==> config.mk <==
export PLATFORM = sky130hd
export DESIGN_NAME = spdsel_top
export DESIGN_NICKNAME = d
export VERILOG_FILES = /design/src/spdsel_pkg.sv /design/src/spdsel_term_sync.sv /design/src/spdsel_top.sv
export VERILOG_INCLUDE_DIRS = /design/src
export SDC_FILE = /design/constraint.sdc
export NUM_CORES = 2
export LEC_CHECK = 0
export BUFFER_PORTS_ARGS = -buffer_cell sky130_fd_sc_hd__buf_2
export CAP_MARGIN = 0
export CORE_MARGIN = 2
export CORE_UTILIZATION = 30
export DETAILED_ROUTE_END_ITERATION = 7
export PLACE_DENSITY = 0.6
export SETUP_SLACK_MARGIN = 0.5
export SLEW_MARGIN = 15
export SYNTH_ARGS = -nofsm -noshare
export SYNTH_HDL_FRONTEND = slang
export SYNTH_SLANG_ARGS = --single-unit
==> constraint.sdc <==
create_clock -name clk -period 9.1 [get_ports clk]
set_clock_uncertainty 0.05 [all_clocks]
set_input_delay 0.455 -clock clk [delete_from_list [all_inputs] [get_ports clk]]
set_output_delay 0.455 -clock clk [all_outputs]
set_load 0.05 [all_outputs]
==> src/spdsel_defines.svh <==
// constants for the speed reference selector: widths, limits, steps and timing
`ifndef SPDSEL_DEFINES_SVH
`define SPDSEL_DEFINES_SVH

`define SPDSEL_FW           17
`define SPDSEL_SW           19
`define SPDSEL_AIN_W        10
`define SPDSEL_AIN_SHIFT    10
`define SPDSEL_TW           16
`define SPDSEL_NSEG         16
`define SPDSEL_NPRESET      15
`define SPDSEL_LAST_SEG     4'hF
`define SPDSEL_FREQ_MAX     19'h186A0
`define SPDSEL_FREQ_ZERO    17'h00000
`define SPDSEL_STEP_FINE    4'h1
`define SPDSEL_STEP_COARSE  4'hA
`define SPDSEL_MULT_MIN     8'h01
`define SPDSEL_MULT_MAX     8'hFA
`define SPDSEL_RAMP_FIRST   2'h0
`define SPDSEL_CLK_MHZ      100
`define SPDSEL_DEB_TIME_US  20000
`define SPDSEL_TICK_TIME_US 100000
`define SPDSEL_NTERM        7

`endif

==> src/spdsel_pkg.sv <==
// types shared by the speed reference selector
package spdsel_pkg;

   typedef enum logic [2:0]
   {
      SPDSEL_MODE_NORMAL     = 3'h0,
      SPDSEL_MODE_INTERNAL   = 3'h1,
      SPDSEL_MODE_EXT4       = 3'h2,
      SPDSEL_MODE_EXT16      = 3'h3,
      SPDSEL_MODE_EXT4_AUTO  = 3'h4,
      SPDSEL_MODE_EXT16_AUTO = 3'h5
   } spdsel_mode_t;

   typedef enum logic [1:0]
   {
      SPDSEL_SEQ_IDLE = 2'h0,
      SPDSEL_SEQ_RUN  = 2'h1,
      SPDSEL_SEQ_DONE = 2'h2
   } spdsel_seq_t;

endpackage

==> src/spdsel_term_sync.sv <==
// terminal synchroniser and debouncer, one lane per input terminal
`timescale 1ns/1ps
`default_nettype none

module spdsel_term_sync
#(
   parameter int N       = 7,
   parameter int DEB_CYC = 2000000
)
(
   // clock and reset
   input  wire logic         clk,
   input  wire logic         rst_n,
   // raw pins and filtered levels
   input  wire logic [N-1:0] pin_in,
   output logic      [N-1:0] level_out
);

   localparam int CW = $clog2(DEB_CYC + 1);

   for (genvar i = 0; i < N; i++)
   begin : g_lane
      logic          meta_reg;
      logic          sync_reg;
      logic          lvl_reg;
      logic [CW-1:0] cnt_reg;

      always_ff @(posedge clk or negedge rst_n)
      begin
         if (!rst_n)
         begin
            meta_reg <= 1'b0;
            sync_reg <= 1'b0;
         end
         else
         begin
            meta_reg <= pin_in[i];
            sync_reg <= meta_reg;
         end
      end

      // level must hold for the full window before it is accepted
      always_ff @(posedge clk or negedge rst_n)
      begin
         if (!rst_n)
         begin
            cnt_reg <= '0;
            lvl_reg <= 1'b0;
         end
         else if (sync_reg == lvl_reg)
            cnt_reg <= '0;
         else if (cnt_reg == CW'(DEB_CYC - 1))
         begin
            cnt_reg <= '0;
            lvl_reg <= sync_reg;
         end
         else
            cnt_reg <= cnt_reg + 1'b1;
      end

      assign level_out[i] = lvl_reg;
   end

endmodule

`default_nettype wire

==> src/spdsel_top.sv <==
// speed reference selector: analog curve, up/down trim and segment speed choice
`timescale 1ns/1ps
`default_nettype none
`include "spdsel_defines.svh"

module spdsel_top
   import spdsel_pkg::*;
#(
   parameter int DEB_CYC  = `SPDSEL_DEB_TIME_US * `SPDSEL_CLK_MHZ,
   parameter int TICK_CYC = `SPDSEL_TICK_TIME_US * `SPDSEL_CLK_MHZ
)
(
   // clock and reset
   input  wire logic                                    clk,
   input  wire logic                                    rst_n,
   // terminals (asynchronous pins)
   input  wire logic                                    segment_select_bit0,
   input  wire logic                                    segment_select_bit1,
   input  wire logic                                    segment_select_bit2,
   input  wire logic                                    segment_select_bit3,
   input  wire logic                                    term_up,
   input  wire logic                                    term_down,
   input  wire logic                                    term_reverse,
   input  wire logic                                    run_cmd,
   // analog front end and external speed reference
   input  wire logic [`SPDSEL_AIN_W-1:0]                analog_in,
   input  wire logic                                    analog_ref_select,
   input  wire logic [`SPDSEL_FW-1:0]                   ext_speed_freq,
   // stored settings
   input  wire logic [`SPDSEL_FW-1:0]                   main_freq,
   input  wire logic [`SPDSEL_FW-1:0]                   analog_high_end_freq,
   input  wire logic [`SPDSEL_FW-1:0]                   analog_low_end_freq,
   input  wire logic                                    high_end_bias_dir,
   input  wire logic                                    low_end_bias_dir,
   input  wire logic                                    negative_bias_reverse_enable,
   input  wire logic                                    updown_memory_select,
   input  wire logic                                    updown_step_unit,
   input  wire logic [7:0]                              updown_step_multiple,
   input  wire logic [2:0]                              segment_mode_select,
   input  wire logic [7:0]                              segment_dir_low_bank,
   input  wire logic [7:0]                              segment_dir_high_bank,
   input  wire logic [15:0]                             segment_ramp_sel_low_bank,
   input  wire logic [15:0]                             segment_ramp_sel_high_bank,
   input  wire logic [`SPDSEL_NPRESET*`SPDSEL_FW-1:0]   preset_freq_table,
   input  wire logic [`SPDSEL_NSEG*`SPDSEL_TW-1:0]      segment_timer_table,
   input  wire logic                                    power_off_retention,
   // trim retention store
   input  wire logic                                    restore_strobe,
   input  wire logic signed [`SPDSEL_SW-1:0]            restore_offset,
   output logic                                         retain_enable,
   output logic signed [`SPDSEL_SW-1:0]                 retained_offset,
   // to ramp generator
   output logic [`SPDSEL_FW-1:0]                        freq_ref_reg,
   output logic                                         dir_rev_reg,
   output logic [1:0]                                   ramp_sel_reg,
   output logic                                         run_active_reg,
   output logic                                         ref_update_reg,
   output logic [3:0]                                   seg_index_reg
);

   // ----------------------------------------
   // terminal conditioning
   // ----------------------------------------
   logic [`SPDSEL_NTERM-1:0] term_lvl;
   logic [`SPDSEL_NTERM-1:0] term_prev_reg;
   logic [3:0]               seg_code;
   logic                     up_pulse;
   logic                     down_pulse;
   logic                     rev_lvl;
   logic                     run_meta_reg;
   logic                     run_sync_reg;
   logic                     run_prev_reg;
   logic                     run_eff;
   spdsel_mode_t             mode;

   spdsel_term_sync #(.N(`SPDSEL_NTERM), .DEB_CYC(DEB_CYC)) u_sync
   (
      .clk       (clk),
      .rst_n     (rst_n),
      .pin_in    ({term_reverse, term_down, term_up, segment_select_bit3,
                   segment_select_bit2, segment_select_bit1, segment_select_bit0}),
      .level_out (term_lvl)
   );

   assign seg_code   = term_lvl[3:0];
   assign up_pulse   = term_lvl[4] & ~term_prev_reg[4];
   assign down_pulse = term_lvl[5] & ~term_prev_reg[5];
   assign rev_lvl    = term_lvl[6];
   assign mode       = spdsel_mode_t'(segment_mode_select);
   // auto modes behave as if run were held
   assign run_eff    = run_sync_reg | (mode == SPDSEL_MODE_EXT4_AUTO)
                       | (mode == SPDSEL_MODE_EXT16_AUTO);

   always_ff @(posedge clk or negedge rst_n)
   begin
      if (!rst_n)
      begin
         term_prev_reg <= '0;
         run_meta_reg  <= 1'b0;
         run_sync_reg  <= 1'b0;
         run_prev_reg  <= 1'b0;
      end
      else
      begin
         term_prev_reg <= term_lvl;
         run_meta_reg  <= run_cmd;
         run_sync_reg  <= run_meta_reg;
         run_prev_reg  <= run_eff;
      end
   end

   // ----------------------------------------
   // analog curve
   // ----------------------------------------
   logic signed [`SPDSEL_SW-1:0] lo_s;
   logic signed [`SPDSEL_SW-1:0] hi_s;
   logic signed [`SPDSEL_SW-1:0] span_s;
   logic signed [29:0]           prod_s;
   logic signed [`SPDSEL_SW-1:0] ana_reg;
   logic                         ana_neg;
   logic                         ana_rev;
   logic [`SPDSEL_FW-1:0]        ana_mag;

   assign lo_s    = low_end_bias_dir ? -$signed({2'b00, analog_low_end_freq})
                                     : $signed({2'b00, analog_low_end_freq});
   assign hi_s    = high_end_bias_dir ? -$signed({2'b00, analog_high_end_freq})
                                      : $signed({2'b00, analog_high_end_freq});
   assign span_s  = hi_s - lo_s;
   assign prod_s  = span_s * $signed({1'b0, analog_in});
   assign ana_neg = ana_reg[`SPDSEL_SW-1];
   // a negative bias without reverse enabled pins the reference at zero
   assign ana_rev = ana_neg & negative_bias_reverse_enable;
   assign ana_mag = !ana_neg ? ana_reg[`SPDSEL_FW-1:0]
                  : (ana_rev ? 17'((-ana_reg)) : `SPDSEL_FREQ_ZERO);

   always_ff @(posedge clk or negedge rst_n)
   begin
      if (!rst_n)
         ana_reg <= '0;
      else
         ana_reg <= lo_s + prod_s[`SPDSEL_SW-1+`SPDSEL_AIN_SHIFT:`SPDSEL_AIN_SHIFT];
   end

   // ----------------------------------------
   // up/down trim
   // ----------------------------------------
   logic [7:0]                   mult;
   logic [11:0]                  step;
   logic signed [`SPDSEL_SW-1:0] offset_reg;
   logic signed [`SPDSEL_SW-1:0] offset_next;

   assign mult = (updown_step_multiple < `SPDSEL_MULT_MIN) ? `SPDSEL_MULT_MIN
               : (updown_step_multiple > `SPDSEL_MULT_MAX) ? `SPDSEL_MULT_MAX
               : updown_step_multiple;
   assign step = (updown_step_unit ? `SPDSEL_STEP_COARSE : `SPDSEL_STEP_FINE) * mult;
   assign retain_enable   = updown_memory_select & power_off_retention;
   assign retained_offset = offset_reg;

   always_comb
   begin
      offset_next = offset_reg;
      if (up_pulse && !down_pulse)
         offset_next = offset_reg + $signed({7'h00, step});
      else if (down_pulse && !up_pulse)
         offset_next = offset_reg - $signed({7'h00, step});
      if (offset_next > $signed(`SPDSEL_FREQ_MAX))
         offset_next = `SPDSEL_FREQ_MAX;
      else if (offset_next < -$signed(`SPDSEL_FREQ_MAX))
         offset_next = -$signed(`SPDSEL_FREQ_MAX);
   end

   always_ff @(posedge clk or negedge rst_n)
   begin
      if (!rst_n)
         offset_reg <= '0;
      else if (restore_strobe && retain_enable)
         offset_reg <= restore_offset;
      else if (run_prev_reg && !run_eff && !updown_memory_select)
         offset_reg <= '0;
      else
         offset_reg <= offset_next;
   end

   // ----------------------------------------
   // internal segment sequencer
   // ----------------------------------------
   localparam int KW = $clog2(TICK_CYC + 1);
   spdsel_seq_t             seq_reg;
   logic [`SPDSEL_TW-1:0]   seg_left_reg;
   logic [KW-1:0]           tick_reg;
   logic                    internal_run;

   assign internal_run = (mode == SPDSEL_MODE_INTERNAL) && run_eff;

   always_ff @(posedge clk or negedge rst_n)
   begin
      if (!rst_n)
      begin
         seq_reg       <= SPDSEL_SEQ_IDLE;
         seg_index_reg <= 4'h0;
         seg_left_reg  <= '0;
         tick_reg      <= '0;
      end
      else
      begin
         case (seq_reg)
            SPDSEL_SEQ_IDLE:
               if (internal_run)
               begin
                  seq_reg       <= SPDSEL_SEQ_RUN;
                  seg_index_reg <= 4'h0;
                  seg_left_reg  <= segment_timer_table[0 +: `SPDSEL_TW];
                  tick_reg      <= '0;
               end
            SPDSEL_SEQ_RUN:
               if (!internal_run)
                  seq_reg <= SPDSEL_SEQ_IDLE;
               else if (seg_left_reg == '0)
               begin
                  // a zero timer costs one cycle and the segment is skipped
                  if (seg_index_reg == `SPDSEL_LAST_SEG)
                     seq_reg <= SPDSEL_SEQ_DONE;
                  else
                  begin
                     seg_index_reg <= seg_index_reg + 4'h1;
                     seg_left_reg  <= segment_timer_table[(seg_index_reg + 4'h1) * `SPDSEL_TW +: `SPDSEL_TW];
                     tick_reg      <= '0;
                  end
               end
               else if (tick_reg == KW'(TICK_CYC - 1))
               begin
                  tick_reg     <= '0;
                  seg_left_reg <= seg_left_reg - 1'b1;
               end
               else
                  tick_reg <= tick_reg + 1'b1;
            SPDSEL_SEQ_DONE:
               if (!internal_run)
                  seq_reg <= SPDSEL_SEQ_IDLE;
            default:
               seq_reg <= SPDSEL_SEQ_IDLE;
         endcase
      end
   end

   // ----------------------------------------
   // reference selection
   // ----------------------------------------
   logic [3:0]                   sel_idx;
   logic [`SPDSEL_FW-1:0]        sel_freq;
   logic                         sel_dir;
   logic [1:0]                   sel_ramp;
   logic signed [`SPDSEL_SW-1:0] trimmed;
   logic [`SPDSEL_FW-1:0]        f_next;
   logic                         d_next;
   logic [1:0]                   r_next;
   logic                         run_next;

   assign sel_idx  = (mode == SPDSEL_MODE_INTERNAL) ? seg_index_reg : seg_code;
   assign sel_freq = (sel_idx == 4'h0) ? main_freq
                   : preset_freq_table[(sel_idx - 4'h1) * `SPDSEL_FW +: `SPDSEL_FW];
   assign sel_dir  = sel_idx[3] ? segment_dir_high_bank[sel_idx[2:0]]
                                : segment_dir_low_bank[sel_idx[2:0]];
   assign sel_ramp = sel_idx[3] ? segment_ramp_sel_high_bank[{sel_idx[2:0], 1'b0} +: 2]
                                : segment_ramp_sel_low_bank[{sel_idx[2:0], 1'b0} +: 2];
   assign trimmed  = $signed({2'b00, analog_ref_select ? ana_mag : main_freq}) + offset_reg;

   always_comb
   begin
      f_next   = `SPDSEL_FREQ_ZERO;
      d_next   = rev_lvl;
      r_next   = `SPDSEL_RAMP_FIRST;
      run_next = run_eff;
      case (mode)
         SPDSEL_MODE_INTERNAL:
         begin
            f_next   = sel_freq;
            d_next   = sel_dir;
            r_next   = sel_ramp;
            run_next = (seq_reg == SPDSEL_SEQ_RUN);
         end
         SPDSEL_MODE_EXT4, SPDSEL_MODE_EXT4_AUTO:
            f_next = ext_speed_freq;
         SPDSEL_MODE_EXT16, SPDSEL_MODE_EXT16_AUTO:
            f_next = sel_freq;
         default:
         begin
            // trim never flips direction, it saturates at zero
            if (trimmed < 0)
               f_next = `SPDSEL_FREQ_ZERO;
            else if (trimmed > $signed(`SPDSEL_FREQ_MAX))
               f_next = 17'(`SPDSEL_FREQ_MAX);
            else
               f_next = trimmed[`SPDSEL_FW-1:0];
            d_next = analog_ref_select ? (ana_rev ^ rev_lvl) : rev_lvl;
         end
      endcase
   end

   always_ff @(posedge clk or negedge rst_n)
   begin
      if (!rst_n)
      begin
         freq_ref_reg   <= `SPDSEL_FREQ_ZERO;
         dir_rev_reg    <= 1'b0;
         ramp_sel_reg   <= `SPDSEL_RAMP_FIRST;
         run_active_reg <= 1'b0;
         ref_update_reg <= 1'b0;
      end
      else
      begin
         freq_ref_reg   <= f_next;
         dir_rev_reg    <= d_next;
         ramp_sel_reg   <= r_next;
         run_active_reg <= run_next;
         ref_update_reg <= (term_lvl[3:0] != term_prev_reg[3:0]);
      end
   end
endmodule

`default_nettype wire

**After elaboration in Yosys (flattened, before gate mapping)**

Cells that the tools add are included.

- Register bits: 283
- Output and inout bits: 46

- Reduce and logical (&&, ||, !) cells: 28
- Order comparisons: 7
- $add $sub $neg: 20
- $mul: 3
- Shift-type cells: 4
- Mux-type cells: 66
- Eq/ne operators: 33
- Bitwise gates (word level): 16

Operator list:

| cell | count |
|---|---|
| $mux W21 | 14 |
| $shiftx A256 B10 Y16 | 1 |
| $shiftx A255 B33 Y17 | 1 |
| $mux W19 | 8 |
| $add A21 B1 Y21 const B | 7 |
| $eq A21 B21 Y1 const B | 7 |
| $mux W24 | 5 |
| $mux W17 | 6 |
| $mux W16 | 5 |
| $pmux W24 S2 | 1 |
| $gt A19 B18 Y1 const B | 2 |
| $neg A17 Y19 | 2 |
| $pmux W17 S2 | 1 |
| $pmux W16 S2 | 1 |
| $shiftx A16 B5 Y2 | 2 |
| $mul A19 B11 Y29 | 1 |
| $add A24 B1 Y24 const B | 1 |
| $eq A24 B24 Y1 const B | 1 |
| $mux W4 | 6 |
| $add A18 B19 Y19 | 1 |
| $add A19 B13 Y19 | 1 |
| $add A19 B19 Y19 | 1 |
| $lt A19 B1 Y1 const B | 1 |
| $lt A19 B18 Y1 const B | 1 |
| 45 further kinds | 100 |

**Depth between registers and ports, before layout**

- Word-level depth: 12
- Gate-level depth with buffers: 43
- Mapped depth without buffers: 42

**By module**

A second synthesis with hierarchy kept.

- Cell total of the unflattened synthesis: 5109
- Area, all modules: 44066.0 um^2

By module, submodules not included:

| module | area an instance (um^2) | cells each | instances | sequential area each (um^2) |
|---|---|---|---|---|
| spdsel_top | 35970.7 | 4295 | 1 | 2852.7 |
| spdsel_term_sync | 8095.3 | 814 | 1 | 4204.0 |

**Worst setup path after synthesis**

OpenSTA, ideal clock, no wires.

- Kind: input port to flip-flop
- Start: in low_end_bias_dir
- End: reg ana_reg[18]
- Library setup time: 0.160 ns
- Data arrival time: 9.334 ns
- Stages: 40
- Slack: -0.444 ns
- Required time: 8.890 ns
- Cells stage by stage: clkbuf_1 clkbuf_1 nand2_1 o21ai_0 inv_1 ha_1 nor2b_1 o21ai_0 a21boi_0 o21ai_0 a21boi_0 o31a_1 o31ai_1 a311o_1 nand2_1 nor3_1 nand2_1 fa_1 [4 not listed] inv_1 fa_1 inv_1 ha_1 a21o_1 a21o_1 nor3_1 a21oi_1 a21oi_1 xnor2_1 ha_1 o21ai_0 nor3b_1 o221ai_1 a32oi_1 o41ai_1 o31ai_1 a311oi_1

- Word-level cells in the longest chain between the ends: 4

Ends and longest elaborated chain:

| what | line | source |
|---|---|---|
| start: declaration | spdsel_top.sv:34 | `input wire logic low_end_bias_dir,` |
| $mux W19 * | spdsel_top.sv:124 | `assign lo_s = low_end_bias_dir ? -$signed({2'b00, analog_low_end_freq})` |
| $sub A19 B19 Y19 | spdsel_top.sv:128 | `assign span_s = hi_s - lo_s;` |
| $mul A19 B11 Y29 | spdsel_top.sv:129 | `assign prod_s = span_s * $signed({1'b0, analog_in});` |
| $add A19 B19 Y19 * | spdsel_top.sv:141 | `` ana_reg <= lo_s + prod_s[`SPDSEL_SW-1+`SPDSEL_AIN_SHIFT:`SPDSEL_AIN_SHIFT]; `` |
| end signal: assignment | spdsel_top.sv:141 |  |
| end: declaration | spdsel_top.sv:119 | `` logic signed [`SPDSEL_SW-1:0] ana_reg; `` |

Mark *: on every way between the ends. The rest lies on a longest branch, timed or not.
A chain may end at the register's enable or synchronous reset.

**Worst setup path after layout**

- Start: in analog_low_end_freq[8]
- End: reg ana_reg[18]

- Word-level cells in the longest chain between the ends: 5

Ends and longest elaborated chain:

| what | line | source |
|---|---|---|
| start: declaration | spdsel_top.sv:32 | `` input wire logic [`SPDSEL_FW-1:0] analog_low_end_freq, `` |
| $neg A17 Y19 | spdsel_top.sv:124 |  |
| $mux W19 * | spdsel_top.sv:124 |  |
| $sub A19 B19 Y19 | spdsel_top.sv:128 |  |
| $mul A19 B11 Y29 | spdsel_top.sv:129 |  |
| $add A19 B19 Y19 * | spdsel_top.sv:141 |  |

Marked as above.

==> run summary <==
Core ar.: 148000 um^2
Post-synth top area share: 0.157
Crit path time final: 8.51 ns
Initial antenna violation count: 64
Critical path's slowest cell: fa_1
Gr ovfl total: 0
Routability Congestion: 1.01
CTS Buf Count: 35
Num ports: 731
Yosys cell types: 102
Drt drc: 0
EDFF count, synth: 0
Startpoint class of the critical path: input port
Crit path buf inv count: 7
Count leader, synth: nand2_1
WHS: 0.0473 ns
Hold Path Class: in2reg
Die Y: 391 um
Commonest cells post-synth: nand2_1 (703), nor2_1 (435), mux2i_1 (358)
Critical path class: in2reg
Post-Syn Area: 44900 um^2
TritonCTS clock tree: built
Most frequent CP cell: fa_1
Multi-input logic area: 35600 um^2
Post-synth ARST share: 1.00
Global Route Usage Sum: 0.286
Setup Viol. Count Final: 0
Total Die Area: 153000 um^2
Area contributors post-synth: dfrtp_1 (16%), mux4_2 (14%), mux2i_1 (8.0%)
Post-synthesis sequential area ratio: 0.157
Detail Route Antenna Nets: 0
Clock Tree Root: clkbuf_16
Hold Violations, Final: 0
Setup TNS: 0 ns
Synthesis-to-finish area growth: 19.9%
Nets: 7098
Slew headroom: 0.0705
Largest net degree at the start of global routing: 150
Slowest stage delay, CP: 0.54 ns
TritonCTS Sinks: 282
Filler cells: 15500
Slew Limit Fails: 0
Area leader, netlist: dfrtp_1
Share of layout cells above drive strength 1: 0.256
CP max FO: 5
Vias in the first global route: 45500
Worst EP required: 9.48 ns
Drt pass-1 iters: 6
Clk Latency, worst-skew pair: 0.58 ns
Status: finished clean
Flops & latches, synth: 282
RSZ-0062 raised after global routing: yes
Drt wl/cell: 28.3 um
Average cell area after synthesis: 8.43 um^2
IO buf count: 730
Initial DRC Count: 5327
Worst endpoint data arrival time: 8.90 ns
Htree depth: 2
Worst path top cell family by delay: adder cells
Reg clk slew, reported paths: 0.06 ns
Finished Layout Cells: 8047
Die extent in x: 391 um
Max reg flops: 147
Row Count: 141
Final instance area: 53800 um^2
Routed WL: 228000 um
Main flop type after synthesis: dfrtp_1
YS warnings: 0
Post-Synthesis Cells: 5322
Post-placement cell area: 51700 um^2
Reg area: 7060 um^2
Via-to-Cell Ratio: 5.93
Max-cap violations: 0
First-pass GRT wire length: 322000 um
Initial Utilization: 0.303
Worst slew pin tran: 1.38 ns
Worst Setup End Kind: register
Placed Instances: 7918
Via Count: 47700
Post-DP HPWL: 184000 um
Fmax: 117 MHz
Max Root-Sink Buffers: 3
Part of the cycle the worst path needs: 0.935
[layout make-up]
| cell class | count | share of cell area |
|---|---|---|
| antenna | 30 | 0.00140 |
| clock buffer | 49 | 0.0188 |
| clock inverter | 15 | 0.00421 |
| inverter | 335 | 0.0241 |
| multi-input combinational | 4371 | 0.662 |
| sequential | 282 | 0.131 |
| tap | 1930 | 0.0449 |
| timing repair buffer | 1035 | 0.113 |
[through the flow]
step	utilization	worst slack (ns)
floorplan	-	0.0253
global placement	0.349	-0.0753
detailed placement	0.349	-0.238
CTS	0.359	0.503
global route	0.363	0.205
finish	0.363	0.589
[kinds of logic after synthesis]
| family | share of synthesized area |
|---|---|
| AO/OA/AOI/OAI | 0.167 |
| other | 0.0000836 |
| flip-flops | 0.157 |
| buffers and inverters | 0.0662 |
| XOR/XNOR | 0.0543 |
| AND/OR/NAND/NOR | 0.200 |
| adder cells (fa/ha/maj) | 0.128 |
| multiplexers | 0.226 |
[routing by layer]
metal,wire length (um),part of all wire,track usage
met1,91800,0.40,0.371
met2,99600,0.44,0.435
met3,21800,0.096,0.0705
met4,14100,0.062,0.151
met5,234,0.0010,0.00957
[repair_timing]
item	CTS	global route
endpoints found under the hold margin	88	0
cloned	0	0
gates resized for setup	14	98
pin swaps	5	75
hold buffers	9	0
setup buffers	11	15
setup endpoints to repair	3	12
[worst paths after layout]
check / cells after the start / from / end / slack [ns]
max: 38 / analog_low_end_freq[8] / ana_reg[18] / 0.59
min: 2 / restore_offset[8] / retained_offset[8] / 0.05
max reg2reg: 19 / seg_index_reg[0] / freq_ref_reg[10] / 0.77
min reg2reg: 0 / u_sync.g_lane[2].meta_reg / u_sync.g_lane[2].sync_reg / 0.30
max in group asynchronous: 4 / rst_n / seg_index_reg[0] / 6.38
min in group asynchronous: 2 / rst_n / u_sync.g_lane[2].meta_reg / 0.44
[placed cells by master, fill, tap and decap left out, types with 53 or more instances in the layout]
master and count:
buf_2 726, nand2_1 692, nor2_1 430, mux2i_1 357, inv_1 320, a21oi_1 287
buf_4 286, dfrtp_1 280, mux4_2 271, o21ai_0 234, nand3_1 225, fa_1 171
ha_1 164, xnor2_1 163, and2_1 109, xor2_1 102, nor3_1 99, a22oi_1 72
and3_1 71, a211oi_1 55, a31oi_1 53
[worst reg2reg max path: cells and delay by family (launching register included)]
kind	cells	cell delay, ns
simple gates	8	3.91
fa+ha+maj	4	1.47
compound gates	4	1.33
flops	1	0.66
mux	1	0.44
buf+inv	2	0.43
Power is not shown: default switching activity piles up to over one toggle a cycle in this logic, so the estimate is an artifact.
